`src/tscu_pkg.sv`:
```
package tscu_pkg;
    localparam int DATA_W = 16;
    localparam int ADDR_W = 8;
    localparam int TEMP_W = 13;

    localparam logic [7:0] ADDR_CAPABILITY = 8'h00;
    localparam logic [7:0] ADDR_THERMAL_CONFIG = 8'h01;
    localparam logic [7:0] ADDR_UPPER_BOUND = 8'h02;
    localparam logic [7:0] ADDR_LOWER_BOUND = 8'h03;
    localparam logic [7:0] ADDR_CRIT_BOUND = 8'h04;
    localparam logic [7:0] ADDR_TEMP_RESULT = 8'h05;

    localparam logic [15:0] CAPABILITY_VALUE = 16'h0037;
    localparam logic [15:0] CONFIG_RESET = 16'h0000;
    localparam logic [12:0] BOUND_RESET = 13'h0000;

    localparam int HYST_MSB = 10;
    localparam int HYST_LSB = 9;
    localparam int SHUTDOWN_BIT = 8;
    localparam int CRIT_LOCK_BIT = 7;
    localparam int WINDOW_LOCK_BIT = 6;
    localparam int CLEAR_EVENT_BIT = 5;
    localparam int EVENT_STAT_BIT = 4;
    localparam int EVENT_EN_BIT = 3;
    localparam int CRIT_ONLY_BIT = 2;
    localparam int POL_BIT = 1;
    localparam int MODE_BIT = 0;

    localparam int CRIT_FLAG_BIT = 15;
    localparam int ABOVE_FLAG_BIT = 14;
    localparam int BELOW_FLAG_BIT = 13;

    // Hysteresis amounts in temperature LSBs of 0.0625 degrees.
    localparam logic [1:0] HYST_OFF = 2'h0;
    localparam logic [1:0] HYST_1P5 = 2'h1;
    localparam logic [1:0] HYST_3 = 2'h2;
    localparam logic [1:0] HYST_6 = 2'h3;
    localparam logic [7:0] HYST_LSB_1P5 = 8'h18;
    localparam logic [7:0] HYST_LSB_3 = 8'h30;
    localparam logic [7:0] HYST_LSB_6 = 8'h60;

    function automatic logic [7:0] tscu_hyst_amount(input logic [1:0] sel);
        logic [7:0] amt;
        amt = 8'h00;
        unique case (sel)
            HYST_OFF: amt = 8'h00;
            HYST_1P5: amt = HYST_LSB_1P5;
            HYST_3: amt = HYST_LSB_3;
            HYST_6: amt = HYST_LSB_6;
        endcase
        return amt;
    endfunction : tscu_hyst_amount
endpackage : tscu_pkg

```
`src/tscu_window.sv`:
```
module tscu_window
    import tscu_pkg::*;
(
    // Clock and reset.
    input wire logic clk,
    input wire logic rst,
    // Comparison inputs.
    input wire logic latch,
    input wire logic signed [tscu_pkg::TEMP_W-1:0] temp,
    input wire logic signed [tscu_pkg::TEMP_W-1:0] upper,
    input wire logic signed [tscu_pkg::TEMP_W-1:0] lower,
    input wire logic [1:0] hyst_sel,
    // Window flags.
    output logic above,
    output logic below
);
    logic above_q, above_d, below_q, below_d;
    logic signed [TEMP_W+1:0] t_x, up_rel, lo_set, hyst_x;

    // Two guard bits keep boundary minus hysteresis from wrapping.
    always_comb begin
        t_x = (TEMP_W + 2)'(temp);
        hyst_x = $signed((TEMP_W + 2)'(tscu_hyst_amount(hyst_sel)));
        up_rel = (TEMP_W + 2)'(upper) - hyst_x;
        lo_set = (TEMP_W + 2)'(lower) - hyst_x;
        above_d = above_q;
        below_d = below_q;
        if (latch) begin
            if (t_x > (TEMP_W + 2)'(upper)) begin
                above_d = 1'b1;
            end else if (t_x <= up_rel) begin
                above_d = 1'b0;
            end
            if (t_x >= (TEMP_W + 2)'(lower)) begin
                below_d = 1'b0;
            end else if (t_x <= lo_set) begin
                below_d = 1'b1;
            end
        end
    end

    always_ff @(posedge clk or posedge rst) begin
        if (rst) begin
            above_q <= 1'b0;
            below_q <= 1'b0;
        end else begin
            above_q <= above_d;
            below_q <= below_d;
        end
    end

    assign above = above_q;
    assign below = below_q;
endmodule : tscu_window

```
`src/tscu_top.sv`:
```
module tscu_top
    import tscu_pkg::*;
#(
    parameter int TEMP_BITS = 13
) (
    // Clock and power-on reset.
    input wire logic REF_CLK,
    input wire logic RST,
    // Register access from the serial engine.
    input wire logic REG_WR,
    input wire logic REG_RD,
    input wire logic [tscu_pkg::ADDR_W-1:0] REG_ADDR,
    input wire logic [tscu_pkg::DATA_W-1:0] REG_WDATA,
    output logic [tscu_pkg::DATA_W-1:0] REG_RDATA,
    // Converter.
    input wire logic CONV_VALID,
    input wire logic [tscu_pkg::TEMP_W-1:0] CONV_DATA,
    output logic CONV_RUN,
    // Alert.
    output logic EVENT_ACTIVE
);
    import tscu_pkg::*;

    // The compare logic serves only the documented result width.
    if (TEMP_BITS != TEMP_W) begin : g_bad_width
        $error("tscu_top supports only TEMP_BITS equal to TEMP_W");
    end

    logic [1:0] hyst_q, hyst_d;
    logic shutdown_q, shutdown_d;
    logic crit_lock_q, crit_lock_d;
    logic win_lock_q, win_lock_d;
    logic evt_en_q, evt_en_d;
    logic crit_only_q, crit_only_d;
    logic [1:0] low_bits_q, low_bits_d;
    logic [TEMP_W-1:0] upper_q, upper_d;
    logic [TEMP_W-1:0] lower_q, lower_d;
    logic [TEMP_W-1:0] crit_q, crit_d;
    logic [TEMP_W-1:0] temp_q, temp_d;
    logic crit_flag_q, crit_flag_d;
    logic latched_q, latched_d;
    logic [DATA_W-1:0] rdata_q, rdata_d;
    logic run_q, run_d;
    logic event_q, event_d;
    logic any_lock, cfg_wr, conv_take;
    logic above, below;

    assign any_lock = crit_lock_q | win_lock_q;
    assign cfg_wr = REG_WR && (REG_ADDR == ADDR_THERMAL_CONFIG);
    // While shut down the converter is idle, so stray results are dropped.
    assign conv_take = CONV_VALID && !shutdown_q;

    // Configuration register state.
    always_comb begin
        hyst_d = hyst_q;
        shutdown_d = shutdown_q;
        crit_lock_d = crit_lock_q;
        win_lock_d = win_lock_q;
        evt_en_d = evt_en_q;
        crit_only_d = crit_only_q;
        low_bits_d = low_bits_q;
        if (cfg_wr) begin
            // Bits 15:11 are not stored and always read back as zero.
            if (!any_lock) begin
                hyst_d = REG_WDATA[HYST_MSB:HYST_LSB];
                evt_en_d = REG_WDATA[EVENT_EN_BIT];
                crit_only_d = REG_WDATA[CRIT_ONLY_BIT];
            end
            if (!REG_WDATA[SHUTDOWN_BIT]) begin
                shutdown_d = 1'b0;
            end else if (!any_lock) begin
                shutdown_d = 1'b1;
            end
            crit_lock_d = crit_lock_q | REG_WDATA[CRIT_LOCK_BIT];
            win_lock_d = win_lock_q | REG_WDATA[WINDOW_LOCK_BIT];
            low_bits_d = {REG_WDATA[POL_BIT], REG_WDATA[MODE_BIT]};
        end
    end

    always_ff @(posedge REF_CLK or posedge RST) begin
        if (RST) begin
            hyst_q <= CONFIG_RESET[HYST_MSB:HYST_LSB];
            shutdown_q <= CONFIG_RESET[SHUTDOWN_BIT];
            crit_lock_q <= CONFIG_RESET[CRIT_LOCK_BIT];
            win_lock_q <= CONFIG_RESET[WINDOW_LOCK_BIT];
            evt_en_q <= CONFIG_RESET[EVENT_EN_BIT];
            crit_only_q <= CONFIG_RESET[CRIT_ONLY_BIT];
            low_bits_q <= CONFIG_RESET[POL_BIT:MODE_BIT];
        end else begin
            hyst_q <= hyst_d;
            shutdown_q <= shutdown_d;
            crit_lock_q <= crit_lock_d;
            win_lock_q <= win_lock_d;
            evt_en_q <= evt_en_d;
            crit_only_q <= crit_only_d;
            low_bits_q <= low_bits_d;
        end
    end

    // Boundary registers, guarded by their lock bits.
    always_comb begin
        upper_d = upper_q;
        lower_d = lower_q;
        crit_d = crit_q;
        if (REG_WR && !win_lock_q && REG_ADDR == ADDR_UPPER_BOUND) begin
            upper_d = REG_WDATA[TEMP_W-1:0];
        end
        if (REG_WR && !win_lock_q && REG_ADDR == ADDR_LOWER_BOUND) begin
            lower_d = REG_WDATA[TEMP_W-1:0];
        end
        if (REG_WR && !crit_lock_q && REG_ADDR == ADDR_CRIT_BOUND) begin
            crit_d = REG_WDATA[TEMP_W-1:0];
        end
    end

    always_ff @(posedge REF_CLK or posedge RST) begin
        if (RST) begin
            upper_q <= BOUND_RESET;
            lower_q <= BOUND_RESET;
            crit_q <= BOUND_RESET;
        end else begin
            upper_q <= upper_d;
            lower_q <= lower_d;
            crit_q <= crit_d;
        end
    end

    // Conversion result and critical comparison.
    always_comb begin
        temp_d = temp_q;
        crit_flag_d = crit_flag_q;
        latched_d = conv_take;
        if (conv_take) begin
            temp_d = CONV_DATA;
            crit_flag_d = $signed(CONV_DATA) >= $signed(crit_q);
        end
    end

    always_ff @(posedge REF_CLK or posedge RST) begin
        if (RST) begin
            temp_q <= BOUND_RESET;
            crit_flag_q <= 1'b0;
            latched_q <= 1'b0;
        end else begin
            temp_q <= temp_d;
            crit_flag_q <= crit_flag_d;
            latched_q <= latched_d;
        end
    end

    // The window check runs one cycle after the latch, on the stored value.
    tscu_window u_window (
        .clk(REF_CLK),
        .rst(RST),
        .latch(latched_q),
        .temp($signed(temp_q)),
        .upper($signed(upper_q)),
        .lower($signed(lower_q)),
        .hyst_sel(hyst_q),
        .above(above),
        .below(below)
    );

    // Outputs and read data.
    always_comb begin
        run_d = !shutdown_q;
        // The alert follows the hysteresis-shaped window flags and the raw critical compare.
        if (shutdown_q || !evt_en_q) begin
            event_d = 1'b0;
        end else if (crit_only_q) begin
            event_d = crit_flag_q;
        end else begin
            event_d = crit_flag_q | above | below;
        end
        rdata_d = rdata_q;
        if (REG_RD) begin
            rdata_d = '0;
            unique case (REG_ADDR)
                ADDR_CAPABILITY: rdata_d = CAPABILITY_VALUE;
                ADDR_THERMAL_CONFIG: begin
                    rdata_d[HYST_MSB:HYST_LSB] = hyst_q;
                    rdata_d[SHUTDOWN_BIT] = shutdown_q;
                    rdata_d[CRIT_LOCK_BIT] = crit_lock_q;
                    rdata_d[WINDOW_LOCK_BIT] = win_lock_q;
                    rdata_d[EVENT_STAT_BIT] = event_q;
                    rdata_d[EVENT_EN_BIT] = evt_en_q;
                    rdata_d[CRIT_ONLY_BIT] = crit_only_q;
                    rdata_d[POL_BIT:MODE_BIT] = low_bits_q;
                end
                ADDR_UPPER_BOUND: rdata_d[TEMP_W-1:0] = upper_q;
                ADDR_LOWER_BOUND: rdata_d[TEMP_W-1:0] = lower_q;
                ADDR_CRIT_BOUND: rdata_d[TEMP_W-1:0] = crit_q;
                ADDR_TEMP_RESULT: begin
                    rdata_d[TEMP_W-1:0] = temp_q;
                    rdata_d[CRIT_FLAG_BIT] = crit_flag_q;
                    rdata_d[ABOVE_FLAG_BIT] = above;
                    rdata_d[BELOW_FLAG_BIT] = below;
                end
                default: rdata_d = '0;
            endcase
        end
    end

    always_ff @(posedge REF_CLK or posedge RST) begin
        if (RST) begin
            rdata_q <= '0;
            run_q <= 1'b0;
            event_q <= 1'b0;
        end else begin
            rdata_q <= rdata_d;
            run_q <= run_d;
            event_q <= event_d;
        end
    end

    assign REG_RDATA = rdata_q;
    assign CONV_RUN = run_q;
    assign EVENT_ACTIVE = event_q;
endmodule : tscu_top

```
`config.mk`:
```
export PLATFORM = sky130hd
export DESIGN_NAME = tscu_top
export DESIGN_NICKNAME = d
export VERILOG_FILES = /design/src/tscu_pkg.sv /design/src/tscu_window.sv /design/src/tscu_top.sv
export SDC_FILE = /design/constraint.sdc
export NUM_CORES = 1
export LEC_CHECK = 0
export ABC_CLOCK_PERIOD_IN_PS = 3650
export BUFFER_PORTS_ARGS = -buffer_cell sky130_fd_sc_hd__buf_2
export CAP_MARGIN = 0
export CELL_PAD_IN_SITES_DETAIL_PLACEMENT = 1
export CELL_PAD_IN_SITES_GLOBAL_PLACEMENT = 1
export CORE_UTILIZATION = 47
export CTS_BUF_LIST = sky130_fd_sc_hd__clkbuf_16
export CTS_CLUSTER_SIZE = 10
export DETAILED_ROUTE_END_ITERATION = 6
export GPL_TIMING_DRIVEN = 0
export PLACE_DENSITY_LB_ADDON = 0.1
export SYNTH_ARGS = -nofsm -noshare
export SYNTH_HDL_FRONTEND = slang
export SYNTH_HIERARCHICAL = 1
export SYNTH_SLANG_ARGS = --single-unit
export TNS_END_PERCENT = 20
```
`constraint.sdc`:
```
create_clock -name REF_CLK -period 3.65 [get_ports REF_CLK]
set_input_delay 0.365 -clock REF_CLK [delete_from_list [all_inputs] [get_ports REF_CLK]]
set_output_delay 0.365 -clock REF_CLK [all_outputs]
set_load 0.01 [all_outputs]
```
======== Word level (Yosys, flattened, before mapping) ========
Cells that the tools add are included.
cells by class
  add/subtract/negate cells ............... 2
  order comparisons ....................... 5
  equality and inequality tests ........... 9
  mux-type cells .......................... 14
  bitwise operators ....................... 6
  reduce and logical (&&, ||, !) cells .... 20
operator list
  cell                                                                   count
  8-bit case mux with 4 select lines                                     1
  5-bit case mux with 6 select lines                                     1
  13-bit by 14-bit <= comparator with 1-bit output                       2
  13-bit by 9-bit subtractor with 14-bit output                          2
  13-bit greater-or-equal comparator                                     2
  5-bit case mux with 5 select lines                                     1
  8-bit by 2-bit equality test with 1-bit output, second input constant  2
  8-bit by 3-bit equality test with 1-bit output, second input constant  2
  13-bit greater-than comparator                                         1
  8-bit by 1-bit equality test with 1-bit output, second input constant  1
  8-bit zero test                                                        1
  1-bit two-way mux                                                      8
  2-bit case mux with 4 select lines                                     1
  2-bit AND reduction                                                    4
  1-bit logical AND                                                      7
  1-bit OR                                                               5
  1-bit case mux with 5 select lines                                     1
  2-bit equality test, second input constant                             2
  1-bit zero test                                                        4
  2-bit nonzero test                                                     2
  3-bit two-way mux                                                      1
  2-bit by 1-bit equality test with 1-bit output, second input constant  1
  2-bit zero test                                                        1
  2-bit != test, second input constant                                   1
  other kinds (2)                                                        2
storage, ports and cells
  register bits ........................... 83
  bits of input ports ..................... 42
  output and inout port bits .............. 18
  logic and storage cells ................. 74

======== Logic depth before layout (Yosys ltp) ========
  depth in word-level cells ............... 6
  gate-level depth with buffers ........... 17
  depth with buffers taken out ............ 17

======== By module ========
Netlist, hierarchy kept.
modules (own cells, without submodules)
  module       instances  cells each  area an instance (µm²)  sequential area each (µm²)
  tscu_top     1          333         3,976.3                 2,026.9
  tscu_window  1          232         1,784.2                 50.0

======== Least setup slack after synthesis ========
OpenSTA, ideal clock, no wires.
  path kind ............................... register to register
  from .................................... reg hyst_q[1]
  to ...................................... reg u_window.below_q, in the netlist u_window/below
  library setup time ...................... 0.087 ns
  arrival time ............................ 3.259 ns
  required time ........................... 3.563 ns
  path slack .............................. 0.304 ns
  cell stages (with the launch flop) ...... 16
  path buffers ............................ 0
  period minus slack after synthesis ...... 3.346 ns
  cells stage by stage .................... dfrtp_1 inv_1 ha_1 ha_1 a21o_1 a21o_1 a211oi_2 nand3_1 xnor2_1 ha_1 nand4_1 nor3_1 a21oi_1 a21oi_1 mux2_1 a22oi_1
between the ends
  word-level cells in the longest chain between the ends .. 6
  elaborated cells between the ends (all ways) .. 9
  those cells by class .................... add/sub: 1; order compare: 1; eq/ne: 3; mux: 1; reduce/logical: 3
ends and longest elaborated chain
  what                                                line               text
  from (decl)                                         tscu_top.sv:29     logic [1:0] hyst_q, hyst_d;
  from (signal assigned)                              tscu_top.sv:82     hyst_q <= CONFIG_RESET[HYST_MSB:HYST_LSB];
  from (signal assigned)                              tscu_top.sv:90     hyst_q <= hyst_d;
  2-bit equality test (tied with other cells)         tscu_pkg.sv:45     unique case (sel)
  8-bit case mux with 4 select lines *                tscu_pkg.sv:45
  13-bit by 9-bit subtractor with 14-bit output *     tscu_window.sv:25  lo_set = (TEMP_W + 2)'(lower) - hyst_x;
  13-bit by 14-bit <= comparator with 1-bit output *  tscu_window.sv:36  end else if (t_x <= lo_set) begin
  2-bit nonzero test (no line) *                      --
  2-bit AND reduction (no line) *                     --
  to (signal assigned)                                tscu_window.sv:48  below_q <= below_d;
  to (decl)                                           tscu_window.sv:17  logic above_q, above_d, below_q, below_d;
Mark *: on every way between the ends. The rest lies on a longest branch, timed or not. The select of a mux whose other input is x is not followed.
A chain may end at the register's enable or synchronous reset.

======== Final worst setup path ========
Ends and elaborated chain as after synthesis.

==> out/metrics.yaml <==
logic_synthesis:
  ys_seq_area_frac: 0.3606
  synth.largest_area_cell: "dfrtp_1"
  synthFlopType: "dfrtp_1"
  synthCells: 565
  synth-seq-cells: 83
  netlist_area_sq_um: 5761
  netlist.area_leader.share: 0.3606
  synth_commonest_cells: "83 x dfrtp_1, 71 x ha_1, 63 x inv_1, 56 x mux2_2, 37 x a21oi_1"
  yosysWarnings: 6
  synth_nets: 680
  synth_cell_types: 65
  avgSynthCellArea_sq_um: 10.20
  synth-edff-count: 0
  synthTopCellsByArea: "dfrtp_1 36%, ha_1 15%, mux2_2 11%"
  async_flop_share: 1.000
  yosysMostFrequentCell: "dfrtp_1"
timing:
  slew_headroom: 0.5623
  max_freq_mhz: 276.3
  slew_violations: 0
  rsz0062_at_grt: "yes"
  tightest_slew_ns: 0.6566
  period_needed_ns: 3.619
  hold_viol: 0
  setup_violations: 0
  setup_slack_ns: 0.03059
  skew_ns: 0.01157
  whs_ns: 0.2646
  fin_crit_sh: 0.9916
power:
  ir_drop_v: 0.0003832
  p_per_area_nw_per_um2: 430.0
  p_total_mw: 2.903
  leakagePower_nw: 3.141
setup_path:
  max_stage_delay_ns: 0.46
  r2r_start: "hyst_q[1]"
  r2r-end: "u_window/below"
  required_ns: 3.91
  crit_path_start_kind: "flop"
  end_kind: "flop"
  worstSetupPathType: "flop to flop"
  critPathMaxFanout: 4
  crit_buf_inv: 2
  rrSetupSlack_ns: 0.03
  slowest_stage: "dfrtp_2"
  path_cells: "inv_4 -> ha_4 -> ha_1 -> inv_2 -> fa_2 -> a21oi_2 -> nor2b_1 -> nor3_2 -> nand4_1 -> xnor2_1 -> ha_1 -> nand4_1 -> nor3_2 -> a21oi_1 -> a21oi_2 -> mux2_1 -> a22oi_1"
  r2r_cells: 17
  critical_path.top_delay_family: "adder cells"
  arrival_ns: 3.88
floorplan:
  io_pins: 60
  chipHeight_um: 112.7
  design.die.area_sq_um: 12700
  core_area_sq_um: 11960
  die_w_um: 112.7
  rows: 40
  initial_core_util: 0.4816
place:
  gp_congestion: 0.8945
  dpl_worst_slack_ns: -0.4444
  placed_area_sq_um: 6250
  port_buffers: 55
  dp_hpwl_mm: 13.91
drt:
  drcViolationCount: 2
  via_count: 4686
  via_per_inst: 5.909
  drt-wirelength-per-cell_um: 22.42
  drtIter0Drc: 230
  ant_nets: 0
  drt_pre_antenna_iters: 6
  wl_mm: 17.78
hold_path:
  hp-class: "input pin to flop"
  whs_endpoint: "temp_q[10]"
  hold_start: "CONV_DATA[10]"
  holdPathStages: 2
clocking:
  cts_tree: "done"
  clock_sink_count: 83
  clkTransAtPathRegs_ns: 0.07
  cts_buffers: 9
  clk_latency_ns: 0.35
  cts.path.max_buffers: 2
  cts-htree-levels: 3
  cts_root_buf: "clkbuf_16"
cells_and_area:
  area_delta_synth_final_pct: 17.18
  multi_input_area_sq_um: 3445
  nets: 756
  fillCellCount: 1353
  drive_above_1_share: 0.2693
  diodes: 0
  fin_area_sq_um: 6750
  final_util: 0.5643
  regArea_sq_um: 2079
global_routing:
  grt_usage: 0.2978
  grt_pass1_vias: 5257
  grt_max_degree: 70
  grt_pass1_wl_mm: 28.31
  antenna_found_initial: 0
  overflow: 0
status:
  violations: "DRC"
  status: "complete, but fails checks"
run:
  maxCapViolations: 0
## cell families (layout without fill, tap and decap cells)
family	count (synthesis)	count (layout)	synth area share
compound gates	120	120	0.1381
simple gates	118	118	0.1186
flops	83	83	0.3606
buf+inv	82	163	0.05756
mux	75	75	0.1427
fa+ha+maj	73	73	0.1612
xor+xnor	14	14	0.02129
## worst max-delay path by stage
stage          startpoint  depth (start not counted)             end
3_3_place_gp    hyst_q[1]                         17  u_window/below
6_report        hyst_q[1]                         17  u_window/below
4_1_cts         hyst_q[1]                         15  u_window/below
2_1_floorplan   hyst_q[1]                         15  u_window/below
5_1_grt         hyst_q[1]                         15  u_window/above
3_5_place_dp    hyst_q[1]                         17  u_window/below
## power by group
part	internal, mW	total [mW]	switching (mW)	leakage, nW
clock	0.613	1.03	0.421	0.160
sequential	0.977	1.07	0.0945	1.08
combinational	0.363	0.798	0.434	1.90
## registers in the layout, indices dropped and copies added, names as in the netlist, 2 cells and up
register    count
REG_RDATA      16
crit_q         13
hyst_q          2
low_bits_q      2
lower_q        13
temp_q         13
upper_q        13
## final cells by class
class | instances | share of cell area
multi-input cells | 400 | 0.5103
plain buffers | 16 | 0.01242
well taps | 147 | 0.02725
clock inverters | 7 | 0.01594
flip-flops and latches | 83 | 0.3081
inverters | 66 | 0.03744
clock buffers | 9 | 0.03336
repair buffers | 65 | 0.05524
## metal layers
layer | up-vias | global-route usage | share of wire
li1 | 2177 | - | -
met1 | 2374 | 0.3757 | 0.43
met2 | 110 | 0.5198 | 0.51
met3 | 25 | 0.04606 | 0.040
met4 | 0 | 0.1031 | 0.022
met5 | - | 0 | 0
## what timing repair did
| item | CTS | global route |
|---|---|---|
| setup buffers | 2 | 6 |
| hold buffers | 1 | 0 |
| endpoints found under the hold margin | 14 | 0 |
| setup endpoints to repair | 2 | 2 |
| pin swaps | 5 | 11 |
| gates resized for setup | 14 | 8 |
## through the flow
step                      cells  TNS [ns]
after global routing        793   -0.1874
after floorplan             565         0
after global placement      767   -0.5716
after detailed placement    768   -0.7830
final                       793         0
after CTS                   787         0
## placed cells by master (no fill, tap or decap), types with 3 or more instances in the layout
cell and count:
nor3_1 4, nand3_1 12, inv_1 61, clkbuf_16 9
buf_4 9, ha_1 69, o21ai_0 8, xnor2_1 14
a22oi_1 14, nand2_1 20, a21o_1 12, nor2b_1 10
buf_2 59, nor4_1 4, mux2_2 56, nor2_1 29
nand2b_1 8, a21oi_2 3, clkbuf_1 8, a21oi_1 34
dfrtp_1 81, a31oi_1 6, o22ai_1 16, nand4_1 11
mux2i_1 18
No activity file was read; power rests on OpenSTA's default activity.
